## src/design/icu_cfg.svh

```systemverilog
// Holds the offsets, field positions, reset values and timing counts of the interrupt controller.
// Assumes byte addresses on a 32-bit APB bus and a 50 MHz system clock.
`ifndef ICU_CFG_SVH
`define ICU_CFG_SVH
`define ICU_OFS_EXT_MODE 8'h00
`define ICU_OFS_NMI_EDGE 8'h04
`define ICU_OFS_FILT_EN 8'h08
`define ICU_OFS_SW_TRIG 8'h0c
`define ICU_OFS_PEND 8'h10
`define ICU_OFS_PEND_CLR 8'h14
`define ICU_OFS_PRIO_LO 8'h18
`define ICU_OFS_PRIO_HI 8'h1c
`define ICU_OFS_FAST_SEL 8'h20
`define ICU_OFS_TREQ_EN 8'h24
`define ICU_OFS_DMA_SEL 8'h28
`define ICU_OFS_NMI_STAT 8'h2c
`define ICU_OFS_NMI_EN 8'h30
`define ICU_OFS_NMI_CLR 8'h34
`define ICU_OFS_LP_MODE 8'h38
`define ICU_OFS_EVT_STAT 8'h3c
`define ICU_OFS_EVT_MASK 8'h40
`define ICU_FAST_EN_BIT 4
`define ICU_DMA_VALID_BIT 7
`define ICU_EXT_MODE_RST 16'h0000
`define ICU_FILT_EN_RST 9'h000
`define ICU_FILT_SAMPLES 3
`define ICU_SRC_SW 8
`define ICU_SRC_ELC 9
`define ICU_SRC_PER 12
`define ICU_NMI_PIN 0
`endif

```

## src/design/icu_pkg.sv

```systemverilog
// Holds the types shared by the interrupt controller.
// Assumes nothing beyond the standard language.
`default_nettype none
package icu_pkg;
	typedef enum logic [1:0] {ICU_LP_RUN, ICU_LP_SLEEP, ICU_LP_DEEP, ICU_LP_STANDBY} icu_lp_type;
	typedef enum logic [1:0] {ICU_DET_LOW, ICU_DET_FALL, ICU_DET_RISE, ICU_DET_BOTH} icu_det_type;
	typedef logic [3:0] icu_level_type;
	typedef logic [3:0] icu_vec_type;
endpackage : icu_pkg
`default_nettype wire

```

## src/design/icu_top.sv

```systemverilog
// Interrupt controller: request detection, priority arbitration, routing, wake-up.
// Assumes one 50 MHz clock, APB register access and asynchronous pins on the request lines.
//
// How it works
// Eight external request pins, each with selectable low, fall, rise or both detection.
// Digital noise filter on external pins and the non-maskable pin before detection.
// Peripheral sources have a fixed edge or level detection per source.
// One software source raised by writing its trigger register.
// Three event-link sources raised by events from the event link controller.
// Pending maskable requests arbitrated by software-programmed priority levels.
// Exactly one source may be designated for fast interrupt handling.
// Transfer-request enable bit routes a source to transfer controller, else CPU or DMA.
// One activation select per DMA channel picks the starting source.
// Non-maskable pin detected on falling or rising edge, software selected.
// Oscillation stop raises a non-maskable interrupt.
// Each watchdog error raises its own non-maskable interrupt.
// Each of the two voltage monitors raises its own non-maskable interrupt.
// Battery supply monitor raises a non-maskable interrupt.
// Sleep and deep sleep end on non-maskable or any enabled interrupt.
// Standby ends only on non-maskable, external pin, or clock alarm/period interrupts.
// Each non-maskable source has status, enable and clear bits; forwarded when enabled.
// Any enabled non-maskable status forces the non-maskable request regardless of priority.
`include "icu_cfg.svh"
`default_nettype none
module icu_top #(
	parameter int NPER = 4,
	parameter logic [3:0] PER_EDGE = 4'h5,
	parameter int NDMA = 4
) (
	input wire logic clk,
	input wire logic reset_n,
	input wire logic psel,
	input wire logic penable,
	input wire logic pwrite,
	input wire logic [7:0] paddr,
	input wire logic [31:0] pwdata,
	output logic [31:0] prdata,
	output logic pready,
	output logic pslverr,
	input wire logic [7:0] external_request_pins,
	input wire logic nmi_pin,
	input wire logic [NPER-1:0] per_req,
	input wire logic event_link_irq_a,
	input wire logic event_link_irq_b,
	input wire logic event_link_irq_c,
	input wire logic osc_stop,
	input wire logic main_watchdog_err,
	input wire logic independent_watchdog_err,
	input wire logic voltage_monitor_one,
	input wire logic voltage_monitor_two,
	input wire logic battery_supply_low,
	input wire logic rtc_alarm,
	input wire logic rtc_period,
	input wire logic cpu_ack,
	input wire logic data_transfer_controller_ack,
	input wire logic [NDMA-1:0] dma_controller_ack,
	output logic cpu_req,
	output logic fast_req,
	output icu_pkg::icu_vec_type cpu_vec,
	output icu_pkg::icu_level_type cpu_level,
	output logic data_transfer_controller_req,
	output icu_pkg::icu_vec_type dtc_vec,
	output logic [NDMA-1:0] dma_controller_req,
	output logic nmi_req,
	output logic wake,
	output logic irq
);
	import icu_pkg::*;
	localparam int NSRC = `ICU_SRC_PER + NPER;
	localparam int NSYN = 17;

	// ----------------------------------------------------------------
	// Registers and synchronisers
	// ----------------------------------------------------------------
	logic [15:0] ext_mode_q;
	logic nmi_rise_q;
	logic [8:0] filt_en_q;
	logic [NSRC-1:0] pend_q;
	icu_level_type prio_q [NSRC];
	logic [4:0] fast_sel_q;
	logic [NSRC-1:0] treq_q;
	logic [7:0] dma_sel_q [NDMA];
	logic [6:0] nmi_stat_q, nmi_en_q;
	icu_lp_type lp_q;
	logic [1:0] evt_stat_q, evt_mask_q;
	logic [NSYN-1:0] sync1_q, sync2_q, prev_q;
	logic [8:0] filt_q, filt_prev_q;
	logic [NPER-1:0] per_prev_q;
	logic [31:0] prdata_q;
	logic pready_q, pslverr_q, cpu_req_q, fast_req_q, dtc_req_q, nmi_req_q, wake_q, irq_q;
	icu_vec_type cpu_vec_q, dtc_vec_q;
	icu_level_type cpu_level_q;
	logic [NDMA-1:0] dma_req_q;

	logic setup, wr_en;
	assign setup = psel & ~penable;
	assign wr_en = psel & penable & pready_q & pwrite;

	function automatic logic dma_hit(input logic [7:0] sel, input int src);
		dma_hit = sel[`ICU_DMA_VALID_BIT] & (int'(sel[3:0]) == src);
	endfunction : dma_hit

	// Pins and foreign-domain levels pass two flip-flops before use.
	always_ff @(posedge clk or negedge reset_n) begin
		if (!reset_n) begin
			sync1_q <= '1;
			sync2_q <= '1;
		end else begin
			sync1_q <= {rtc_period, rtc_alarm, battery_supply_low, voltage_monitor_two,
				voltage_monitor_one, independent_watchdog_err, main_watchdog_err,
				osc_stop, nmi_pin, external_request_pins};
			sync2_q <= sync1_q;
		end
	end

	// ----------------------------------------------------------------
	// Noise filter
	// ----------------------------------------------------------------
	// A level must hold for several samples; this trades latency for glitch immunity.
	genvar gi;
	generate
		for (gi = 0; gi < 9; gi++) begin : g_filt
			logic [1:0] cnt_q;
			always_ff @(posedge clk or negedge reset_n) begin
				if (!reset_n) begin
					cnt_q <= 2'h0;
					filt_q[gi] <= 1'b1;
				end else if (!filt_en_q[gi] || sync2_q[gi] == filt_q[gi]) begin
					cnt_q <= 2'h0;
					filt_q[gi] <= sync2_q[gi];
				end else if (cnt_q == 2'(`ICU_FILT_SAMPLES - 1)) begin
					cnt_q <= 2'h0;
					filt_q[gi] <= sync2_q[gi];
				end else begin
					cnt_q <= cnt_q + 2'h1;
				end
			end
		end
	endgenerate

	always_ff @(posedge clk or negedge reset_n) begin
		if (!reset_n) begin
			filt_prev_q <= '1;
			prev_q <= '1;
			per_prev_q <= '0;
		end else begin
			filt_prev_q <= filt_q;
			prev_q <= sync2_q;
			per_prev_q <= per_req;
		end
	end

	// ----------------------------------------------------------------
	// Detection
	// ----------------------------------------------------------------
	logic [NSRC-1:0] set_v, level_v, clr_v, pend_eff;
	always_comb begin
		set_v = '0;
		level_v = '0;
		for (int i = 0; i < 8; i++) begin
			case (icu_det_type'(ext_mode_q[2*i +: 2]))
				ICU_DET_LOW: level_v[i] = ~filt_q[i];
				ICU_DET_FALL: set_v[i] = filt_prev_q[i] & ~filt_q[i];
				ICU_DET_RISE: set_v[i] = ~filt_prev_q[i] & filt_q[i];
				ICU_DET_BOTH: set_v[i] = filt_prev_q[i] ^ filt_q[i];
				default: set_v[i] = 1'b0;
			endcase
		end
		set_v[`ICU_SRC_SW] = wr_en && paddr == `ICU_OFS_SW_TRIG;
		set_v[`ICU_SRC_ELC +: 3] = {event_link_irq_c, event_link_irq_b, event_link_irq_a};
		for (int i = 0; i < NPER; i++) begin
			if (PER_EDGE[i]) begin
				set_v[`ICU_SRC_PER + i] = per_req[i] & ~per_prev_q[i];
			end else begin
				level_v[`ICU_SRC_PER + i] = per_req[i];
			end
		end
		clr_v = (wr_en && paddr == `ICU_OFS_PEND_CLR) ? pwdata[NSRC-1:0] : '0;
		if (cpu_ack) begin
			clr_v[cpu_vec_q] = 1'b1;
		end
		if (data_transfer_controller_ack) begin
			clr_v[dtc_vec_q] = 1'b1;
		end
		for (int m = 0; m < NDMA; m++) begin
			if (dma_controller_ack[m] && dma_sel_q[m][`ICU_DMA_VALID_BIT]) begin
				clr_v[dma_sel_q[m][3:0]] = 1'b1;
			end
		end
		pend_eff = pend_q | level_v;
	end

	// An event in the same cycle as its clear keeps the flag set.
	always_ff @(posedge clk or negedge reset_n) begin
		if (!reset_n) begin
			pend_q <= '0;
		end else begin
			pend_q <= set_v | (pend_q & ~clr_v);
		end
	end

	// ----------------------------------------------------------------
	// Arbitration and routing
	// ----------------------------------------------------------------
	logic best_ok, dtc_ok;
	icu_vec_type best_idx, dtc_idx;
	icu_level_type best_lvl;
	logic [NSRC-1:0] to_dma;
	always_comb begin
		best_ok = 1'b0;
		best_idx = '0;
		best_lvl = '0;
		dtc_ok = 1'b0;
		dtc_idx = '0;
		to_dma = '0;
		for (int j = NSRC - 1; j >= 0; j--) begin
			for (int m = 0; m < NDMA; m++) begin
				to_dma[j] = to_dma[j] | dma_hit(dma_sel_q[m], j);
			end
			if (pend_eff[j] && prio_q[j] != 4'h0) begin
				if (treq_q[j]) begin
					dtc_ok = 1'b1;
					dtc_idx = 4'(j);
				end else if (!to_dma[j] && prio_q[j] >= best_lvl) begin
					best_ok = 1'b1;
					best_idx = 4'(j);
					best_lvl = prio_q[j];
				end
			end
		end
	end

	logic is_fast;
	assign is_fast = fast_sel_q[`ICU_FAST_EN_BIT] && fast_sel_q[3:0] == best_idx;

	always_ff @(posedge clk or negedge reset_n) begin
		if (!reset_n) begin
			cpu_req_q <= 1'b0;
			fast_req_q <= 1'b0;
			cpu_vec_q <= '0;
			cpu_level_q <= '0;
			dtc_req_q <= 1'b0;
			dtc_vec_q <= '0;
			dma_req_q <= '0;
		end else begin
			cpu_req_q <= best_ok & ~is_fast & ~cpu_ack;
			fast_req_q <= best_ok & is_fast & ~cpu_ack;
			cpu_vec_q <= best_idx;
			cpu_level_q <= best_lvl;
			dtc_req_q <= dtc_ok & ~data_transfer_controller_ack;
			dtc_vec_q <= dtc_idx;
			for (int m = 0; m < NDMA; m++) begin
				dma_req_q[m] <= dma_sel_q[m][`ICU_DMA_VALID_BIT] & ~dma_controller_ack[m]
					& pend_eff[dma_sel_q[m][3:0]] & ~treq_q[dma_sel_q[m][3:0]];
			end
		end
	end

	// ----------------------------------------------------------------
	// Non-maskable sources
	// ----------------------------------------------------------------
	logic [6:0] nmi_ev, nmi_clr;
	always_comb begin
		nmi_ev[`ICU_NMI_PIN] = nmi_rise_q ? (~filt_prev_q[8] & filt_q[8])
			: (filt_prev_q[8] & ~filt_q[8]);
		nmi_ev[1] = sync2_q[9] & ~prev_q[9];
		nmi_ev[3:2] = sync2_q[11:10] & ~prev_q[11:10];
		nmi_ev[5:4] = sync2_q[13:12] & ~prev_q[13:12];
		nmi_ev[6] = sync2_q[14] & ~prev_q[14];
		nmi_clr = (wr_en && paddr == `ICU_OFS_NMI_CLR) ? pwdata[6:0] : 7'h00;
	end

	always_ff @(posedge clk or negedge reset_n) begin
		if (!reset_n) begin
			nmi_stat_q <= '0;
			nmi_req_q <= 1'b0;
		end else begin
			nmi_stat_q <= nmi_ev | (nmi_stat_q & ~nmi_clr);
			nmi_req_q <= |(nmi_stat_q & nmi_en_q);
		end
	end

	// ----------------------------------------------------------------
	// Low-power wake-up
	// ----------------------------------------------------------------
	logic wake_cond;
	always_comb begin
		case (lp_q)
			ICU_LP_SLEEP, ICU_LP_DEEP: begin
				wake_cond = nmi_req_q || best_ok || dtc_ok || (|dma_req_q);
			end
			ICU_LP_STANDBY: begin
				wake_cond = nmi_req_q || (|pend_eff[7:0]) || (|(sync2_q[16:15] & ~prev_q[16:15]));
			end
			default: wake_cond = 1'b0;
		endcase
	end

	// ----------------------------------------------------------------
	// Register file
	// ----------------------------------------------------------------
	always_ff @(posedge clk or negedge reset_n) begin
		if (!reset_n) begin
			ext_mode_q <= `ICU_EXT_MODE_RST;
			nmi_rise_q <= 1'b0;
			filt_en_q <= `ICU_FILT_EN_RST;
			fast_sel_q <= '0;
			treq_q <= '0;
			nmi_en_q <= '0;
			evt_mask_q <= '0;
			for (int j = 0; j < NSRC; j++) begin
				prio_q[j] <= '0;
			end
			for (int m = 0; m < NDMA; m++) begin
				dma_sel_q[m] <= '0;
			end
		end else if (wr_en) begin
			case (paddr)
				`ICU_OFS_EXT_MODE: ext_mode_q <= pwdata[15:0];
				`ICU_OFS_NMI_EDGE: nmi_rise_q <= pwdata[0];
				`ICU_OFS_FILT_EN: filt_en_q <= pwdata[8:0];
				`ICU_OFS_PRIO_LO, `ICU_OFS_PRIO_HI: begin
					for (int j = 0; j < 8; j++) begin
						if (int'(paddr[2]) * 8 + j < NSRC) begin
							prio_q[int'(paddr[2]) * 8 + j] <= pwdata[4*j +: 4];
						end
					end
				end
				`ICU_OFS_FAST_SEL: fast_sel_q <= pwdata[4:0];
				`ICU_OFS_TREQ_EN: treq_q <= pwdata[NSRC-1:0];
				`ICU_OFS_DMA_SEL: begin
					for (int m = 0; m < NDMA; m++) begin
						dma_sel_q[m] <= pwdata[8*m +: 8];
					end
				end
				`ICU_OFS_NMI_EN: nmi_en_q <= pwdata[6:0];
				`ICU_OFS_EVT_MASK: evt_mask_q <= pwdata[1:0];
				default: ;
			endcase
		end
	end

	// Low-power mode is entered by software and left by the wake condition or by a software write of the mode register.
	always_ff @(posedge clk or negedge reset_n) begin
		if (!reset_n) begin
			lp_q <= ICU_LP_RUN;
			wake_q <= 1'b0;
		end else begin
			wake_q <= wake_cond;
			if (wake_cond) begin
				lp_q <= ICU_LP_RUN;
			end else if (wr_en && paddr == `ICU_OFS_LP_MODE) begin
				lp_q <= icu_lp_type'(pwdata[1:0]);
			end
		end
	end

	// Event status: bit 0 wake-up, bit 1 any non-maskable event; write one to clear.
	always_ff @(posedge clk or negedge reset_n) begin
		if (!reset_n) begin
			evt_stat_q <= '0;
			irq_q <= 1'b0;
		end else begin
			evt_stat_q <= {|nmi_ev, wake_cond} | (evt_stat_q
				& ~((wr_en && paddr == `ICU_OFS_EVT_STAT) ? pwdata[1:0] : 2'h0));
			irq_q <= |(evt_stat_q & evt_mask_q);
		end
	end

	// Reads are prepared in the setup cycle, so every access has exactly one access cycle.
	always_ff @(posedge clk or negedge reset_n) begin
		if (!reset_n) begin
			prdata_q <= '0;
			pready_q <= 1'b0;
			pslverr_q <= 1'b0;
		end else begin
			pready_q <= setup;
			pslverr_q <= 1'b0;
			prdata_q <= '0;
			if (setup) begin
				case (paddr)
					`ICU_OFS_EXT_MODE: prdata_q <= {16'h0000, ext_mode_q};
					`ICU_OFS_NMI_EDGE: prdata_q <= {31'h0, nmi_rise_q};
					`ICU_OFS_FILT_EN: prdata_q <= {23'h0, filt_en_q};
					`ICU_OFS_PEND: prdata_q <= 32'(pend_eff);
					`ICU_OFS_PRIO_LO, `ICU_OFS_PRIO_HI: begin
						for (int j = 0; j < 8; j++) begin
							if (int'(paddr[2]) * 8 + j < NSRC) begin
								prdata_q[4*j +: 4] <= prio_q[int'(paddr[2]) * 8 + j];
							end
						end
					end
					`ICU_OFS_FAST_SEL: prdata_q <= {27'h0, fast_sel_q};
					`ICU_OFS_TREQ_EN: prdata_q <= 32'(treq_q);
					`ICU_OFS_DMA_SEL: begin
						for (int m = 0; m < NDMA; m++) begin
							prdata_q[8*m +: 8] <= dma_sel_q[m];
						end
					end
					`ICU_OFS_NMI_STAT: prdata_q <= {25'h0, nmi_stat_q};
					`ICU_OFS_NMI_EN: prdata_q <= {25'h0, nmi_en_q};
					`ICU_OFS_LP_MODE: prdata_q <= {30'h0, lp_q};
					`ICU_OFS_EVT_STAT: prdata_q <= {30'h0, evt_stat_q};
					`ICU_OFS_EVT_MASK: prdata_q <= {30'h0, evt_mask_q};
					`ICU_OFS_SW_TRIG, `ICU_OFS_PEND_CLR, `ICU_OFS_NMI_CLR: prdata_q <= '0;
					default: pslverr_q <= 1'b1;
				endcase
			end
		end
	end

	assign prdata = prdata_q;
	assign pready = pready_q;
	assign pslverr = pslverr_q;
	assign cpu_req = cpu_req_q;
	assign fast_req = fast_req_q;
	assign cpu_vec = cpu_vec_q;
	assign cpu_level = cpu_level_q;
	assign data_transfer_controller_req = dtc_req_q;
	assign dtc_vec = dtc_vec_q;
	assign dma_controller_req = dma_req_q;
	assign nmi_req = nmi_req_q;
	assign wake = wake_q;
	assign irq = irq_q;
endmodule : icu_top
`default_nettype wire

```

## config.mk

```make
export PLATFORM = sky130hd
export DESIGN_NAME = icu_top
export DESIGN_NICKNAME = d
export VERILOG_FILES = /design/src/design/icu_pkg.sv /design/src/design/icu_top.sv
export VERILOG_INCLUDE_DIRS = /design/src /design/src/design
export SDC_FILE = /design/constraint.sdc
export NUM_CORES = 1
export LEC_CHECK = 0
export ABC_CLOCK_PERIOD_IN_PS = 26400
export BUFFER_PORTS_ARGS = -buffer_cell sky130_fd_sc_hd__clkbuf_2
export CAP_MARGIN = 5
export CORE_MARGIN = 2
export CORE_UTILIZATION = 30
export CTS_CLUSTER_SIZE = 24
export DETAILED_ROUTE_END_ITERATION = 12
export PLACE_DENSITY = 0.54
export SLEW_MARGIN = 20
export SYNTH_ARGS = -nofsm -noshare
export SYNTH_HDL_FRONTEND = slang
export SYNTH_SLANG_ARGS = --single-unit
```

## constraint.sdc

```tcl
create_clock -name clk -period 26.4 [get_ports clk]
set_clock_uncertainty 0.05 [all_clocks]
set_input_delay 5.28 -clock clk [delete_from_list [all_inputs] [get_ports clk]]
set_output_delay 5.28 -clock clk [all_outputs]
set_load 0.05 [all_outputs]
```

==> flow_summary.ini, run 1 <==
[clocking]
clkSinkCount = 315
cts_made_buffers = 38
clock_latency_ps = 570
cts_tree = yes
clkTransAtPathRegs_ps = 60
htreeDepth = 2
clockBufferDepth = 3
cts-root-buf = clkbuf_16

[yosys]
synth_edf_count = 0
synth_top_area_cell = dfrtp_1
ys_warn_count = 0
ys_seq_area_frac = 0.4377
syn_area_um2 = 18180
ys_top_cells_by_area = dfrtp_1 35%, mux2_2 9.3%, dfstp_2 8.7%, ha_1 5.4%, nand2_1 3.2%
synthArstFlopShare = 1.000
synth.most_common_cell = dfrtp_1
synth_common_cells = 255 x dfrtp_1, 154 x nand2_1, 150 x mux2_2
ys_ff_latch = 315
syn_inst = 1771
synth_top_area_frac = 0.3509
ys_types = 105
synthFlopType = dfrtp_1
synth.avg_cell_area_um2 = 10.27
syn_nets = 1924

[die]
ioPinCount = 131
die-area_um2 = 62590
start_util = 0.3024
die_x_um = 250.2
core_um2 = 60130
die_h_um = 250.2
fp-row-count = 90

[worst_setup_path]
cp_slowest_stage_delay_ps = 540
crit_fanout = 8
crit_slowest_cell = or4_4
critPathKind = in -> reg
critPathMostFrequentCell = ha_1
cp.arrival_ps = 25940
worstSetupStartpointType = input port
crit_path_end_kind = register
critPathRequiredTime_ps = 26820
cp-startpoint = per_req[3]
r2r_start = dma_sel_q[26]

[pwr]
p_per_area_nw_per_um2 = 57.14
vdd_drop_max_mv = 0.04380
power.leakage_nw = 9.642
p_total_mw = 1.259

[route]
dr.pass1.iters = 5
drc = 0
drt_iter0_drc = 1584
postRouteAntennaNets = 0
finalWirelength_mm = 73.50
vias = 15900
wl_per_cell_um = 26.43
viasPerCell = 5.718

[place]
pre_cts_slack_ps = -520.4
place_inst = 2687
gp_congestion = 0.9657
hpwl_mm = 55.54
port_buffers = 130

[grt]
grt_pass1_wl_mm = 106.7
grt_pass1_vias = 15660
gr-total-overflow = 0
grt_antenna_before_repair = 1
grt_usage = 0.2301
grt_max_degree = 115

[timing]
setup_viol = 0
fmax_mhz = 39.18
final_max_slew_viol_count = 0
min_period_ps = 25520
timing.final.ws_setup_ps = 875.1
maxSlewHeadroom = 0.2464
worst_slew_pin_slew_ps = 1127
tns_ps = 0
finalHoldViolCount = 0
fin_crit_sh = 0.9669

[outcome]
outcome = finished, final reports clean

[layout]
nFillCells = 6074
area_delta_synth_final_pct = 21.24
multi_input_area_um2 = 10100
fin_nets = 2124
final_util = 0.3666
layout.area.seq_um2 = 7958
drive_gt1_frac = 0.3338
fin_cells = 2781

[hold_path]
hold_path.class = reg -> reg
hp-start = sync1_q[7]

[flow_run]
cap_violations = 0
## stage by stage
stage	cell area (um^2)	hold slack, ps
final	22040	304.6
after CTS	21320	305.2
after detailed placement	20110	297.0
after global placement	20110	295.6
after floorplan	18190	295.2
after global routing	22040	306.1
## per-layer routing
layer | vias up | share of wire | wire, um | global-route usage
li1 | 7014 | - | - | -
met1 | 8035 | 0.43 | 31950 | 0.3099
met2 | 700 | 0.45 | 33300 | 0.3642
met3 | 152 | 0.069 | 5074 | 0.04053
met4 | 0 | 0.043 | 3166 | 0.09666
met5 | - | 0 | 0 | 0
## power breakdown
| part | total, mW | switching (mW) | internal (mW) |
|---|---|---|---|
| Clock | 0.507 | 0.220 | 0.287 |
| Sequential | 0.516 | 0.0154 | 0.500 |
| Combinational | 0.237 | 0.143 | 0.0933 |
| Total | 1.26 | 0.379 | 0.881 |
## layout by cell type, fill, tap and decap left out, types with 23 or more instances in the layout
cell,Yosys,final
dfrtp_1,255,255
mux2_2,150,149
nand2_1,154,145
nor2_1,145,137
clkbuf_2,1,129
buf_4,2,109
o21ai_0,92,87
inv_1,83,81
ha_1,78,70
dfstp_2,60,60
nand3_1,45,44
a21oi_1,48,44
clkbuf_16,0,39
nor3_1,39,33
nand2b_1,38,32
o22ai_1,31,29
mux2i_1,28,28
a31oi_1,28,25
a22oi_1,23,23
## path summary, 6_finish.rpt
| path | cells past startpoint | end | slack, ps |
|---|---|---|---|
| max | 111 | fast_req | 880 |
| min | 0 | sync2_q[7] | 300 |
| max reg2reg | 111 | fast_req | 4500 |
| min reg2reg | 0 | sync2_q[7] | 300 |
| max in group asynchronous | 3 | cpu_level[1] | 19130 |
| min in group asynchronous | 1 | prdata[13] | 4760 |
## final cells by class
class | instances | share of cell area
flip-flops and latches | 315 | 0.3610
inverters | 85 | 0.01447
clock buffers | 49 | 0.04643
diodes | 1 | 0.0001135
multi-input cells | 1290 | 0.4581
clock inverters | 18 | 0.007379
well taps | 782 | 0.04439
repair buffers | 241 | 0.06811
## state kept, by name, summed over array words and instances (netlist names), 4 cells and up
name	flops
filt_en_q	9
sync1_q	17
dma_sel_q	32
cpu_vec	4
treq_q	16
filt_prev_q	9
prio_q	64
filt_q	9
g_filt.cnt_q	18
dma_controller_req	4
nmi_stat_q	7
prev_q	8
cpu_level	4
pend_q	16
nmi_en_q	7
ext_mode_q	16
prdata	32
fast_sel_q	5
sync2_q	17
dtc_vec	4
## cells by family after synthesis
family / count (synthesis) / synth area share
adders and majority gates: 78 / 0.05367
buffers and inverters: 166 / 0.03854
AOI/OAI and AO/OA: 426 / 0.1687
DFF: 315 / 0.4377
xor gates and xnor gates: 11 / 0.005299
muxes: 199 / 0.1321
and+or+nand+nor: 576 / 0.1641
## critical path: cells and delay by family
family	cells	cell delay (ps)
buf+inv	10	1400
xor+xnor	1	210
mux	3	960
fa+ha+maj	15	4180
simple gates	38	6230
compound gates	44	7630
## timing repair
item / CTS / global route
buffers inserted: 1 / 26
endpoints found under the hold margin: 0 / 0
cloned: 0 / 0
pin swaps: 0 / 58
endpoints found under the setup margin: 4 / 14
hold buffers: 0 / 0
resized for setup: 2 / 112
(Power assumes the default switching activity.)
==> inputs of run 2 (changes only) <==
--- a/config.mk
+++ b/config.mk
@@ -9,12 +9,14 @@
 export ABC_CLOCK_PERIOD_IN_PS = 26400
 export BUFFER_PORTS_ARGS = -buffer_cell sky130_fd_sc_hd__clkbuf_2
 export CAP_MARGIN = 5
+export CORE_ASPECT_RATIO = 0.75
 export CORE_MARGIN = 2
 export CORE_UTILIZATION = 30
+export CTS_BUF_LIST = sky130_fd_sc_hd__clkbuf_8
 export CTS_CLUSTER_SIZE = 24
 export DETAILED_ROUTE_END_ITERATION = 12
 export PLACE_DENSITY = 0.54
-export SLEW_MARGIN = 20
+export SLEW_MARGIN = 40
 export SYNTH_ARGS = -nofsm -noshare
 export SYNTH_HDL_FRONTEND = slang
 export SYNTH_SLANG_ARGS = --single-unit
==> run 2 against run 1 <==
Net effect:
- flip-flop and latch count unchanged
- critical path depth up 4
- fmax down 0.52%
- die area about the same
- setup slack worse by 130 ps
- core utilization up 0.46 points
- sequential power about the same
- critical endpoint unchanged
==> flow_summary.ini, run 2 (synthesis gave the netlist of run 1 again) <==
[die]
fp-row-count = 78
die_x_um = 288.3
core_um2 = 60220
die_h_um = 217.2
die-area_um2 = 62610
ioPinCount = 131
start_util = 0.3020

[layout]
post-route-cell-area_um2 = 22350
drive_gt1_frac = 0.3531
fin_nets = 2146
layout_common_cells = 255 x dfrtp_1, 149 x mux2_2, 138 x nand2_1
largest_register_ffs = 64
area_delta_synth_final_pct = 22.92
regMostFlops = prio_q
final_common_cell = dfrtp_1

[worst_setup_path]
critPathKind = in -> reg
crit_path_end_kind = register
crit_slowest_cell = a2111oi_4
critPathMostFrequentCell = ha_1
cp_slowest_stage_delay_ps = 510
worstSetupStartpointType = input port
critPathRequiredTime_ps = 26930
crit_fanout = 6
cp.arrival_ps = 26190
r2r_slack_ps = 4340

[route]
viasPerCell = 5.732
drc = 0
finalWirelength_mm = 77.16
postRouteAntennaNets = 0
wl_per_cell_um = 27.17
drt_iter0_drc = 1654
dr.pass1.iters = 8
vias = 16280

[hold_path]
hold_path.class = reg -> reg

[pwr]
p_total_mw = 1.259
vdd_drop_max_mv = 0.03944
p_per_area_nw_per_um2 = 56.34
power.leakage_nw = 9.858

[timing]
finalHoldViolCount = 0
maxSlewHeadroom = 0.3815
min_period_ps = 25660
tns_ps = 0
setup_viol = 0
fmax_mhz = 38.97
final_max_slew_viol_count = 0
worst_slew_pin_slew_ps = 918.0
fin_crit_sh = 0.9719

[clocking]
hold_buffers = 0
clkTransAtPathRegs_ps = 70
cts_made_buffers = 55
clkSinkCount = 315
htreeDepth = 2
cts-root-buf = clkbuf_8
clock_latency_ps = 680
cts_tree = yes
clockBufferDepth = 3

[place]
gp_congestion = 0.9989
place_area_um2 = 20180
port_buffers = 130
hpwl_mm = 58.19

[outcome]
outcome = finished, final reports clean

[flow_run]
cap_violations = 0

[grt]
gr-total-overflow = 0
grt_pass1_vias = 15820
grt_max_degree = 82
grt_usage = 0.2416
grt_antenna_before_repair = 3
grt_pass1_wl_mm = 110.2
==> run 2: path summary, 6_finish.rpt <==
path | start | endpoint | cells past startpoint
worst max-delay path | per_req[3] | fast_req | 115
worst min-delay path | sync1_q[11] | sync2_q[11] | 0
worst max register to register | dma_sel_q[27] | fast_req | 115
worst min register to register | sync1_q[11] | sync2_q[11] | 0
max in group asynchronous | reset_n | nmi_en_q[2] | 3
min in group asynchronous | reset_n | treq_q[6] | 1
==> run 2: per-layer routing <==
metal | up-vias | share of wire | GRT usage
li1 | 7059 | - | -
met1 | 8289 | 0.46 | 0.3535
met2 | 796 | 0.41 | 0.3334
met3 | 136 | 0.11 | 0.07998
met4 | 0 | 0.026 | 0.07116
met5 | - | 0 | 0
==> run 2: area by class of cell <==
class	instances	area [um^2]
fill	5986	37870
multi-input combinational	1290	10250
sequential	315	7958
timing repair buffer	246	1594
tap	800	1001
clock buffer	72	991.0
inverter	85	319.1
clock inverter	31	236.5
antenna	1	2.502
==> run 2: power breakdown <==
group / total (mW) / internal (mW) / switching, mW
clock: 0.501 / 0.276 / 0.225
sequential: 0.517 / 0.500 / 0.0171
combinational: 0.241 / 0.0948 / 0.147
==> run 2: metrics by stage <==
| stage | setup WS, ps | utilization | hold slack, ps | std cells |
|---|---|---|---|---|
| global route | -303.9 | 0.3711 | 307.8 | 2839 |
| CTS | 27.41 | 0.3565 | 301.6 | 2811 |
| detailed placement | -956.3 | 0.3351 | 297.0 | 2703 |
| finish | 741.4 | 0.3712 | 302.5 | 2840 |
| global placement | -597.0 | 0.3340 | 296.8 | 2701 |
| floorplan | 34.86 | - | 295.2 | 1771 |
==> run 2: what timing repair did <==
action	CTS	global route
endpoints found under the setup margin	5	14
pin swaps	2	65
buffers inserted	5	27
gates resized for setup	4	142
==> run 2: worst max-delay path: cells and delay by family <==
| kind | cells | cell delay, ps |
|---|---|---|
| compound gates | 44 | 7670 |
| simple gates | 40 | 6390 |
| fa+ha+maj | 15 | 4090 |
| buf+inv | 12 | 1600 |
| mux | 3 | 980 |
| xor+xnor | 1 | 180 |
